==> config.mk <==
export PLATFORM = sky130hd
export DESIGN_NAME = stepper_excitation_sequencer
export DESIGN_NICKNAME = d
export VERILOG_FILES = /design/src/hw/stepper_pkg.sv /design/src/hw/stepper_excitation_sequencer.sv
export SDC_FILE = /design/constraint.sdc
export NUM_CORES = 1
export LEC_CHECK = 0
export ABC_AREA = 0
export ABC_CLOCK_PERIOD_IN_PS = 3700
export BUFFER_PORTS_ARGS = -buffer_cell sky130_fd_sc_hd__buf_4
export CAP_MARGIN = 25
export CELL_PAD_IN_SITES_DETAIL_PLACEMENT = 1
export CELL_PAD_IN_SITES_GLOBAL_PLACEMENT = 2
export CORE_MARGIN = 3
export CORE_UTILIZATION = 26
export CTS_BUF_LIST = sky130_fd_sc_hd__clkbuf_8 sky130_fd_sc_hd__clkbuf_16
export DETAILED_ROUTE_END_ITERATION = 8
export PLACE_DENSITY_LB_ADDON = 0.1
export SLEW_MARGIN = 20
export SYNTH_ARGS = -nofsm -noshare
export SYNTH_HDL_FRONTEND = slang
export SYNTH_SLANG_ARGS = --single-unit
export TNS_END_PERCENT = 30
==> constraint.sdc <==
create_clock -name clk -period 3.7 [get_ports clk]
set_clock_uncertainty 0.05 [all_clocks]
set_input_delay 0.185 -clock clk [delete_from_list [all_inputs] [get_ports clk]]
set_output_delay 0.185 -clock clk [all_outputs]
set_load 0.02 [all_outputs]
==> src/hw/stepper_pkg.sv <==
/*
 Holds the shared constants and types of the stepper excitation sequencer:
 register map, field positions, excitation modes, step sizes, current table
 and the sequencer state record.
 Assumes a 32-bit AXI4-Lite register bus and one system clock.
*/
package stepper_pkg;

    ////////////////////////////////////////////////////////////////////////
    // register map
    localparam int REG_ADDR_W = 8;
    localparam logic [7:0] CTRL_ADDR = 8'h00;
    localparam logic [7:0] STATUS_ADDR = 8'h04;
    localparam int CTRL_ENABLE_BIT = 0;
    localparam logic CTRL_ENABLE_RESET = 1'h1;
    localparam int STATUS_POS_LSB = 0;
    localparam int STATUS_FAULT_LSB = 8;
    localparam int STATUS_MODE_LSB = 12;
    localparam int STATUS_MONITOR_BIT = 16;
    localparam int STATUS_FLAG_PIN_BIT = 17;
    localparam logic [1:0] RESP_OKAY = 2'h0;
    localparam logic [1:0] RESP_DECERR = 2'h3;

    ////////////////////////////////////////////////////////////////////////
    // sequencer constants
    localparam int POS_W = 6;
    localparam logic [POS_W-1:0] POS_RESET = 6'h00;
    localparam logic [3:0] TWO_PHASE_OFFSET = 4'h8;
    localparam logic [4:0] QUARTER_STEPS = 5'h10;
    localparam int FAULT_OPEN = 0;
    localparam int FAULT_OVERCURRENT = 1;
    localparam int FAULT_OVERHEAT = 2;
    localparam int PH_A = 0;
    localparam int PH_A_BAR = 1;
    localparam int PH_B = 2;
    localparam int PH_B_BAR = 3;
    localparam logic [6:0] CURRENT_FULL = 7'h64;
    localparam logic [6:0] CURRENT_OFF = 7'h00;
    // percent of set current for theta = idx/16 of a quarter
    localparam logic [16:0][6:0] CURRENT_TABLE = {
        7'h64, 7'h64, 7'h61, 7'h5f, 7'h5d, 7'h57, 7'h53, 7'h4d, 7'h47,
        7'h40, 7'h37, 7'h2f, 7'h28, 7'h1e, 7'h14, 7'h0b, 7'h00};

    typedef enum logic [2:0] {
        EXC_2PH, EXC_12, EXC_W12, EXC_2W12, EXC_4W12
    } exc_mode_type;

    localparam logic [POS_W-1:0] SIZE_2PH = 6'h10;
    localparam logic [POS_W-1:0] SIZE_12 = 6'h08;
    localparam logic [POS_W-1:0] SIZE_W12 = 6'h04;
    localparam logic [POS_W-1:0] SIZE_2W12 = 6'h02;
    localparam logic [POS_W-1:0] SIZE_4W12 = 6'h01;

    typedef struct packed {
        logic [POS_W-1:0] pos;
        logic stepPrev;
        logic monitor;
        logic [2:0] fault;
        logic [3:0] phase;
        logic [6:0] curA;
        logic [6:0] curB;
        logic ctrlEnable;
        logic awGot;
        logic wGot;
        logic [7:0] awAddr;
        logic [31:0] wData;
        logic [3:0] wStrb;
        logic awready;
        logic wready;
        logic bvalid;
        logic [1:0] bresp;
        logic arready;
        logic rvalid;
        logic [31:0] rdata;
        logic [1:0] rresp;
    } state_type;

endpackage

==> src/hw/stepper_excitation_sequencer.sv <==
/*
 Step/direction excitation sequencer of a unipolar two-phase stepper driver
 with latched protection faults and an AXI4-Lite control/status slave.
 Assumes all pins synchronous to clk; resetn is the power-on reset.
*/
`timescale 1ns/1ps
module stepper_excitation_sequencer #(
    parameter int ADDR_W = 8
) (
    // clock and power-on reset
    input wire logic clk,
    input wire logic resetn,
    // motion controller pins
    input wire logic stepIn,
    input wire logic rotation_dir,
    input wire logic exc_sel_lo,
    input wire logic exc_sel_hi,
    input wire logic edge_select,
    input wire logic enableIn,
    input wire logic system_reset_n,
    // protection detectors
    input wire logic openDetect,
    input wire logic overCurrentDetect,
    input wire logic overHeatDetect,
    // phase drive and current levels
    output logic phaseA,
    output logic phase_a_bar,
    output logic phaseB,
    output logic phase_b_bar,
    output logic [6:0] currentA,
    output logic [6:0] currentB,
    output logic excitation_monitor_out,
    // open-drain fault line
    input wire logic fault_flag_n_in,
    output logic fault_flag_n_out,
    output logic fault_flag_n_oe,
    // axi4-lite slave
    input wire logic [ADDR_W-1:0] s_axi_awaddr,
    input wire logic s_axi_awvalid,
    output logic s_axi_awready,
    input wire logic [31:0] s_axi_wdata,
    input wire logic [3:0] s_axi_wstrb,
    input wire logic s_axi_wvalid,
    output logic s_axi_wready,
    output logic [1:0] s_axi_bresp,
    output logic s_axi_bvalid,
    input wire logic s_axi_bready,
    input wire logic [ADDR_W-1:0] s_axi_araddr,
    input wire logic s_axi_arvalid,
    output logic s_axi_arready,
    output logic [31:0] s_axi_rdata,
    output logic [1:0] s_axi_rresp,
    output logic s_axi_rvalid,
    input wire logic s_axi_rready
);

    if (ADDR_W < stepper_pkg::REG_ADDR_W) begin : g_addr_check
        $error("ADDR_W too narrow for the register map");
    end

    stepper_pkg::state_type st_reg;
    stepper_pkg::state_type st_next;
    stepper_pkg::exc_mode_type mode;
    logic [stepper_pkg::POS_W-1:0] stepSize;
    logic [stepper_pkg::POS_W-1:0] rawPos;
    logic [4:0] aIdx;
    logic [4:0] bIdx;
    logic aNeg;
    logic bNeg;
    logic flatCurrent;
    logic driveOn;
    logic outputsOn;
    logic stepRise;
    logic stepFall;
    logic stepHit;
    logic [31:0] statusWord;

    ////////////////////////////////////////////////////////////////////////
    // decoding helpers
    function automatic stepper_pkg::exc_mode_type decodeMode(
        input logic edgeSel, input logic hi, input logic lo);
        case ({edgeSel, hi, lo})
            3'h4: decodeMode = stepper_pkg::EXC_2PH;
            3'h5: decodeMode = stepper_pkg::EXC_12;
            3'h6: decodeMode = stepper_pkg::EXC_W12;
            3'h7: decodeMode = stepper_pkg::EXC_2W12;
            3'h0: decodeMode = stepper_pkg::EXC_12;
            3'h1: decodeMode = stepper_pkg::EXC_W12;
            3'h2: decodeMode = stepper_pkg::EXC_2W12;
            default: decodeMode = stepper_pkg::EXC_4W12;
        endcase
    endfunction

    function automatic logic [6:0] currentLevel(input logic [4:0] idx, input logic flat);
        if (idx == 5'h00) begin
            currentLevel = stepper_pkg::CURRENT_OFF;
        end else if (flat) begin
            currentLevel = stepper_pkg::CURRENT_FULL;
        end else begin
            currentLevel = stepper_pkg::CURRENT_TABLE[idx];
        end
    endfunction

    ////////////////////////////////////////////////////////////////////////
    // next state
    always_comb begin
        st_next = st_reg;
        statusWord = 32'h0;
        mode = decodeMode(edge_select, exc_sel_hi, exc_sel_lo);
        case (mode)
            stepper_pkg::EXC_2PH: stepSize = stepper_pkg::SIZE_2PH;
            stepper_pkg::EXC_12: stepSize = stepper_pkg::SIZE_12;
            stepper_pkg::EXC_W12: stepSize = stepper_pkg::SIZE_W12;
            stepper_pkg::EXC_2W12: stepSize = stepper_pkg::SIZE_2W12;
            default: stepSize = stepper_pkg::SIZE_4W12;
        endcase
        stepRise = stepIn && !st_reg.stepPrev;
        stepFall = !stepIn && st_reg.stepPrev;
        st_next.stepPrev = stepIn;
        driveOn = enableIn && st_reg.ctrlEnable;
        stepHit = driveOn && (stepRise || (!edge_select && stepFall));
        // count up clockwise, down counterclockwise, snap to mode grid
        rawPos = rotation_dir ? st_reg.pos - stepSize : st_reg.pos + stepSize;
        if (!system_reset_n) begin
            st_next.pos = stepper_pkg::POS_RESET;
            st_next.monitor = 1'b0;
        end else if (stepHit) begin
            st_next.pos = rawPos & ~(stepSize - 6'h01);
            if (mode == stepper_pkg::EXC_2PH) begin
                st_next.pos[3:0] = stepper_pkg::TWO_PHASE_OFFSET;
            end
            if (st_next.pos[2:0] == 3'h0) begin
                st_next.monitor = !st_reg.monitor;
            end
        end
        // latched faults, a detection wins over the clearing reset pin
        st_next.fault = (st_reg.fault & {3{system_reset_n}})
            | {overHeatDetect, overCurrentDetect, openDetect};
        // phase and current from the new position
        aIdx = st_next.pos[4] ? {1'b0, st_next.pos[3:0]}
            : stepper_pkg::QUARTER_STEPS - {1'b0, st_next.pos[3:0]};
        bIdx = st_next.pos[4] ? stepper_pkg::QUARTER_STEPS - {1'b0, st_next.pos[3:0]}
            : {1'b0, st_next.pos[3:0]};
        aNeg = st_next.pos[5] ^ st_next.pos[4];
        bNeg = st_next.pos[5];
        flatCurrent = (mode == stepper_pkg::EXC_2PH)
            || (mode == stepper_pkg::EXC_12 && edge_select);
        outputsOn = driveOn && (st_next.fault == 3'h0);
        st_next.phase = 4'h0;
        st_next.curA = stepper_pkg::CURRENT_OFF;
        st_next.curB = stepper_pkg::CURRENT_OFF;
        if (outputsOn) begin
            st_next.phase[stepper_pkg::PH_A] = (aIdx != 5'h00) && !aNeg;
            st_next.phase[stepper_pkg::PH_A_BAR] = (aIdx != 5'h00) && aNeg;
            st_next.phase[stepper_pkg::PH_B] = (bIdx != 5'h00) && !bNeg;
            st_next.phase[stepper_pkg::PH_B_BAR] = (bIdx != 5'h00) && bNeg;
            st_next.curA = currentLevel(aIdx, flatCurrent);
            st_next.curB = currentLevel(bIdx, flatCurrent);
        end

        // axi write: address and data in either order, then one response
        if (s_axi_awvalid && st_reg.awready) begin
            st_next.awGot = 1'b1;
            st_next.awAddr = s_axi_awaddr[7:0];
        end
        if (s_axi_wvalid && st_reg.wready) begin
            st_next.wGot = 1'b1;
            st_next.wData = s_axi_wdata;
            st_next.wStrb = s_axi_wstrb;
        end
        if (st_reg.bvalid && s_axi_bready) begin
            st_next.bvalid = 1'b0;
        end
        if (st_next.awGot && st_next.wGot && !st_reg.bvalid) begin
            st_next.bvalid = 1'b1;
            st_next.bresp = stepper_pkg::RESP_OKAY;
            st_next.awGot = 1'b0;
            st_next.wGot = 1'b0;
            if (st_next.awAddr == stepper_pkg::CTRL_ADDR) begin
                if (st_next.wStrb[0]) begin
                    st_next.ctrlEnable = st_next.wData[stepper_pkg::CTRL_ENABLE_BIT];
                end
            end else if (st_next.awAddr != stepper_pkg::STATUS_ADDR) begin
                st_next.bresp = stepper_pkg::RESP_DECERR;
            end
        end
        st_next.awready = !st_next.awGot && !st_next.bvalid;
        st_next.wready = !st_next.wGot && !st_next.bvalid;

        // axi read
        statusWord[stepper_pkg::STATUS_POS_LSB +: stepper_pkg::POS_W] = st_reg.pos;
        statusWord[stepper_pkg::STATUS_FAULT_LSB +: 3] = st_reg.fault;
        statusWord[stepper_pkg::STATUS_MODE_LSB +: 3] = mode;
        statusWord[stepper_pkg::STATUS_MONITOR_BIT] = st_reg.monitor;
        statusWord[stepper_pkg::STATUS_FLAG_PIN_BIT] = fault_flag_n_in;
        if (st_reg.rvalid && s_axi_rready) begin
            st_next.rvalid = 1'b0;
        end
        if (s_axi_arvalid && st_reg.arready) begin
            st_next.rvalid = 1'b1;
            st_next.rresp = stepper_pkg::RESP_OKAY;
            case (s_axi_araddr[7:0])
                stepper_pkg::CTRL_ADDR: st_next.rdata = {31'h0, st_reg.ctrlEnable};
                stepper_pkg::STATUS_ADDR: st_next.rdata = statusWord;
                default: begin
                    st_next.rdata = 32'h0;
                    st_next.rresp = stepper_pkg::RESP_DECERR;
                end
            endcase
        end
        st_next.arready = !st_next.rvalid;
    end

    ////////////////////////////////////////////////////////////////////////
    // state register
    always_ff @(posedge clk) begin
        if (!resetn) begin
            st_reg <= '0;
            // track the pin level so a high step input gives no false edge after reset
            st_reg.stepPrev <= stepIn;
            st_reg.ctrlEnable <= stepper_pkg::CTRL_ENABLE_RESET;
        end else begin
            st_reg <= st_next;
        end
    end

    assign phaseA = st_reg.phase[stepper_pkg::PH_A];
    assign phase_a_bar = st_reg.phase[stepper_pkg::PH_A_BAR];
    assign phaseB = st_reg.phase[stepper_pkg::PH_B];
    assign phase_b_bar = st_reg.phase[stepper_pkg::PH_B_BAR];
    assign currentA = st_reg.curA;
    assign currentB = st_reg.curB;
    assign excitation_monitor_out = st_reg.monitor;
    assign fault_flag_n_out = 1'b0;
    assign fault_flag_n_oe = |st_reg.fault;
    assign s_axi_awready = st_reg.awready;
    assign s_axi_wready = st_reg.wready;
    assign s_axi_bvalid = st_reg.bvalid;
    assign s_axi_bresp = st_reg.bresp;
    assign s_axi_arready = st_reg.arready;
    assign s_axi_rvalid = st_reg.rvalid;
    assign s_axi_rdata = st_reg.rdata;
    assign s_axi_rresp = st_reg.rresp;

    logic en;
    assign en = enableIn && st_reg.ctrlEnable && system_reset_n;
endmodule // stepper_excitation_sequencer

==> flow_summary.json <==
{
  "crit_chain": "dlygate4sd3_1 -> buf_4 -> or3b_4 -> a21oi_4 -> buf_4 -> nor2_1 -> a21oi_1 -> nor2_2 -> inv_1 -> ha_1 -> nand2_1 -> a311o_1 -> mux2i_1 -> buf_4 -> a22oi_1 -> o211ai_1 -> a211oi_1",
  "synth_cell_type_count": 65,
  "synthDominantCellAreaShare_pct": 34.3,
  "largest_family_of_logic_cells_by_synthesized_area": "compound AO/OA/AOI/OAI gates",
  "critPathKind": "in2reg",
  "synth_adder_area_share_pct": 8.04,
  "num_vias": 3147,
  "worst_hold_check_path_type": "in2reg",
  "most_numerous_cell_types_in_the_synthesized_netlist": "sky130_fd_sc_hd__dfxtp_1, sky130_fd_sc_hd__buf_4, sky130_fd_sc_hd__nor2_1, sky130_fd_sc_hd__nand2_1, sky130_fd_sc_hd__a21oi_1",
  "postSynthCellCount": 423,
  "slew-limit-headroom_pct": 56.7,
  "r2r_cells": 15,
  "tritoncts.num_buffers": 9,
  "post-route-min-period_ps": 3380,
  "count_of_endpoints_failing_hold_in_the_final_timing_report": 0,
  "synth.area.mux_share_pct": 3.61,
  "synth.most_common_cell": "sky130_fd_sc_hd__dfxtp_1",
  "synth-xor-area-share_pct": 2.11,
  "slew_viols_final": 0,
  "multiInputGateArea_um2": 1980,
  "gpl.final_weighted_congestion": 0.821,
  "clockBufferDepth": 2,
  "post-layout-total-power_mw": 1.74,
  "synth.avg_cell_area_um2": 8.69,
  "io_pins": 132,
  "worst_setup_path_start_kind": "input port",
  "grt_pass1_vias": 3180,
  "antenna-diode-count": 0,
  "die_area_um2": 15600,
  "core_area_um2": 13500,
  "synth_seq_area_share_pct": 34.3,
  "pre_cts_slack_ps": -11.5,
  "cpPeakStageDelay_ps": 540,
  "synth_area_leaders": "sky130_fd_sc_hd__dfxtp_1, sky130_fd_sc_hd__buf_4, sky130_fd_sc_hd__ha_1, sky130_fd_sc_hd__a21oi_1, sky130_fd_sc_hd__nor2_1",
  "netlist.top_cell.by_area": "sky130_fd_sc_hd__dfxtp_1",
  "path_clk_slew_ps": 60,
  "worst_setup_path_startpoint": "stepIn",
  "r2r-end": "currentB[1]$_SDFF_PP0_",
  "synth_simple_gate_area_share_pct": 17.7,
  "maximum_number_of_pins_on_one_net_before_global_route_repair": 40,
  "post_drt_via_cell_ratio": 4.66,
  "wire_per_inst_um": 15.1,
  "numClockSinks": 63,
  "cp-endpoint": "currentA[3]$_SDFF_PP0_",
  "detailedRoute.firstIterationViolations": 158,
  "clock_tree_root_buffer_cell": "sky130_fd_sc_hd__clkbuf_16",
  "final-setup-viol-count": 0,
  "irDropWorstVdd_uv": 195,
  "timing.critical_path.mode_cell": "sky130_fd_sc_hd__buf_4",
  "power_leakage_nw": 1.99,
  "post-route-period-util_pct": 91.3,
  "antenna_violating_nets_post_route": 0,
  "grt-ovfl-total": 0,
  "crit-reg2reg-launch": "st_reg[111]$_SDFF_PN0_",
  "library_cell_contributing_the_largest_single_delay_on_the_critical_path": "sky130_fd_sc_hd__dlygate4sd3_1",
  "combined_global_route_utilization_of_all_metal_layers_pct": 13.2,
  "worst_ep_required_time_ps": 3850,
  "flops_latches_synth": 63,
  "synth_compound_area_share_pct": 20.3,
  "aggregate_routed_wire_length_um": 10200,
  "final.setup.worst_slack_ps": 322,
  "antenna_found_initial": 0,
  "grt_first_pass_wirelength_um": 16600,
  "cts_tree": "built",
  "post-cts-setup-buffer-count": 0,
  "tightestPinTransition_ps": 646,
  "nFillCells": 1592,
  "chipHeight_um": 125,
  "synthesis.area_um2": 3670,
  "rrSetupSlack_ps": 340,
  "power_density_nw_per_um2": 376,
  "syn_to_final_growth_pct": 25.8,
  "drt_first_pass_iters": 4,
  "insertion_delay_ps": 340,
  "critical_path_peak_fanout": 16,
  "final.hold.worst_slack_ps": 25.2,
  "cts_htree_levels": 3,
  "fp.dieW_um": 125,
  "grt_setup_unrepaired": "false",
  "final_layout_size_suffix_gt1_share_pct": 28.0,
  "largest_register_ff_count": 23,
  "half_perimeter_wire_length_after_detailed_placement_um": 7950,
  "outcome": "completed",
  "fin_util_pct": 34.2,
  "number_of_max_cap_violations": 0,
  "sequential_cell_area_um2": 1260,
  "synth_enable_flop_cells": 0,
  "rows": 42,
  "initial_core_util_pct": 27.2,
  "end_kind": "flop",
  "synth_async_sr_flop_share_pct": 0,
  "synth_top_flop_cell": "sky130_fd_sc_hd__dfxtp_1",
  "final_nets": 589,
  "yosys_warnings": 0,
  "numPortBuffers": 78,
  "crit_arrival_ps": 3530,
  "drcViolationCount": 0,
  "fmax_ghz": 0.296
}
repair_timing:
| item | in CTS | in global routing |
|---|---|---|
| gates resized for setup | 0 | 2 |
| endpoints found under the hold margin | 2 | 0 |
| endpoints found under the setup margin | 0 | 3 |
| hold buffers | 2 | 0 |
stage by stage:
step / instances / area, um2 / TNS, ps
2_1_floorplan: 441 / 3740 / 0
3_3_place_gp: 659 / 4330 / -1.74
3_5_place_dp: 659 / 4330 / -11.5
4_1_cts: 676 / 4620 / 0
5_1_grt: 676 / 4620 / 0
6_report: 676 / 4620 / 0
routing by layer:
layer	vias to the layer above	track usage [%]	part of all wire (%)
met5	-	0	0
met4	0	4.72	1.9
met3	14	4.89	5.4
met2	59	21.1	45
met1	1494	16.5	47
li1	1580	-	-
layout by cell type (no fill, tap or decap), types with 4 or more instances in the layout:
cell type	count
sky130_fd_sc_hd__and2_1	5
sky130_fd_sc_hd__nor3_1	10
sky130_fd_sc_hd__mux2i_1	11
sky130_fd_sc_hd__conb_1	19
sky130_fd_sc_hd__a211o_1	5
sky130_fd_sc_hd__nand3_1	5
sky130_fd_sc_hd__o21ai_0	6
sky130_fd_sc_hd__a31oi_1	7
sky130_fd_sc_hd__nand2b_1	6
sky130_fd_sc_hd__dfxtp_1	63
sky130_fd_sc_hd__ha_1	22
sky130_fd_sc_hd__buf_4	107
sky130_fd_sc_hd__a21oi_1	31
sky130_fd_sc_hd__nor4_1	7
sky130_fd_sc_hd__nand2_1	32
sky130_fd_sc_hd__nor2_1	38
sky130_fd_sc_hd__clkbuf_16	9
sky130_fd_sc_hd__o211ai_1	4
sky130_fd_sc_hd__a211oi_1	5
sky130_fd_sc_hd__a22oi_1	14
sky130_fd_sc_hd__inv_1	17
sky130_fd_sc_hd__o21ai_1	4
sky130_fd_sc_hd__or3_1	5
logic make-up (layout without fill, tap and decap cells):
kind of cell    after synthesis  in the layout
compound gates              102            102
xor+xnor                      8              8
fa+ha+maj                    23             23
buf+inv                      83            142
flops                        63             63
mux                          13             13
other cells                   1             19
simple gates                130            130
power breakdown:
| group | switching [mW] | total, mW | leakage [nW] | internal, mW |
|---|---|---|---|---|
| registers | 0.0126 | 0.711 | 0.512 | 0.698 |
| logic | 0.161 | 0.273 | 1.35 | 0.113 |
| clock network | 0.309 | 0.754 | 0.125 | 0.446 |
worst min path at each step:
stage,from,endpoint,cells past startpoint,slack (ps)
finish,overCurrentDetect,st_reg[107]$_SDFF_PN0_,3,30
detailed placement,stepIn,st_reg[110]$_DFF_P_,1,270
global route,overHeatDetect,st_reg[108]$_SDFF_PN0_,3,30
floorplan,stepIn,st_reg[110]$_DFF_P_,0,160
global placement,stepIn,st_reg[110]$_DFF_P_,1,270
CTS,overCurrentDetect,st_reg[107]$_SDFF_PN0_,3,10
final cells by class:
class	count	share of cell area, %
clock inverters	6	0.866
clock buffers	9	4.87
well taps	176	4.76
multi-input cells	295	42.8
inverters	18	1.57
repair buffers	109	17.8
flip-flops and latches	63	27.3
critical path, delay by kind of cell:
kind / cells / cell delay (ps)
AO/OA/AOI/OAI: 6 / 1110
adder cells (fa/ha/maj): 1 / 290
buffers and inverters: 5 / 1160
multiplexers: 1 / 180
AND/OR/NAND/NOR: 4 / 600
No activity file was read; power rests on OpenSTA's default activity.
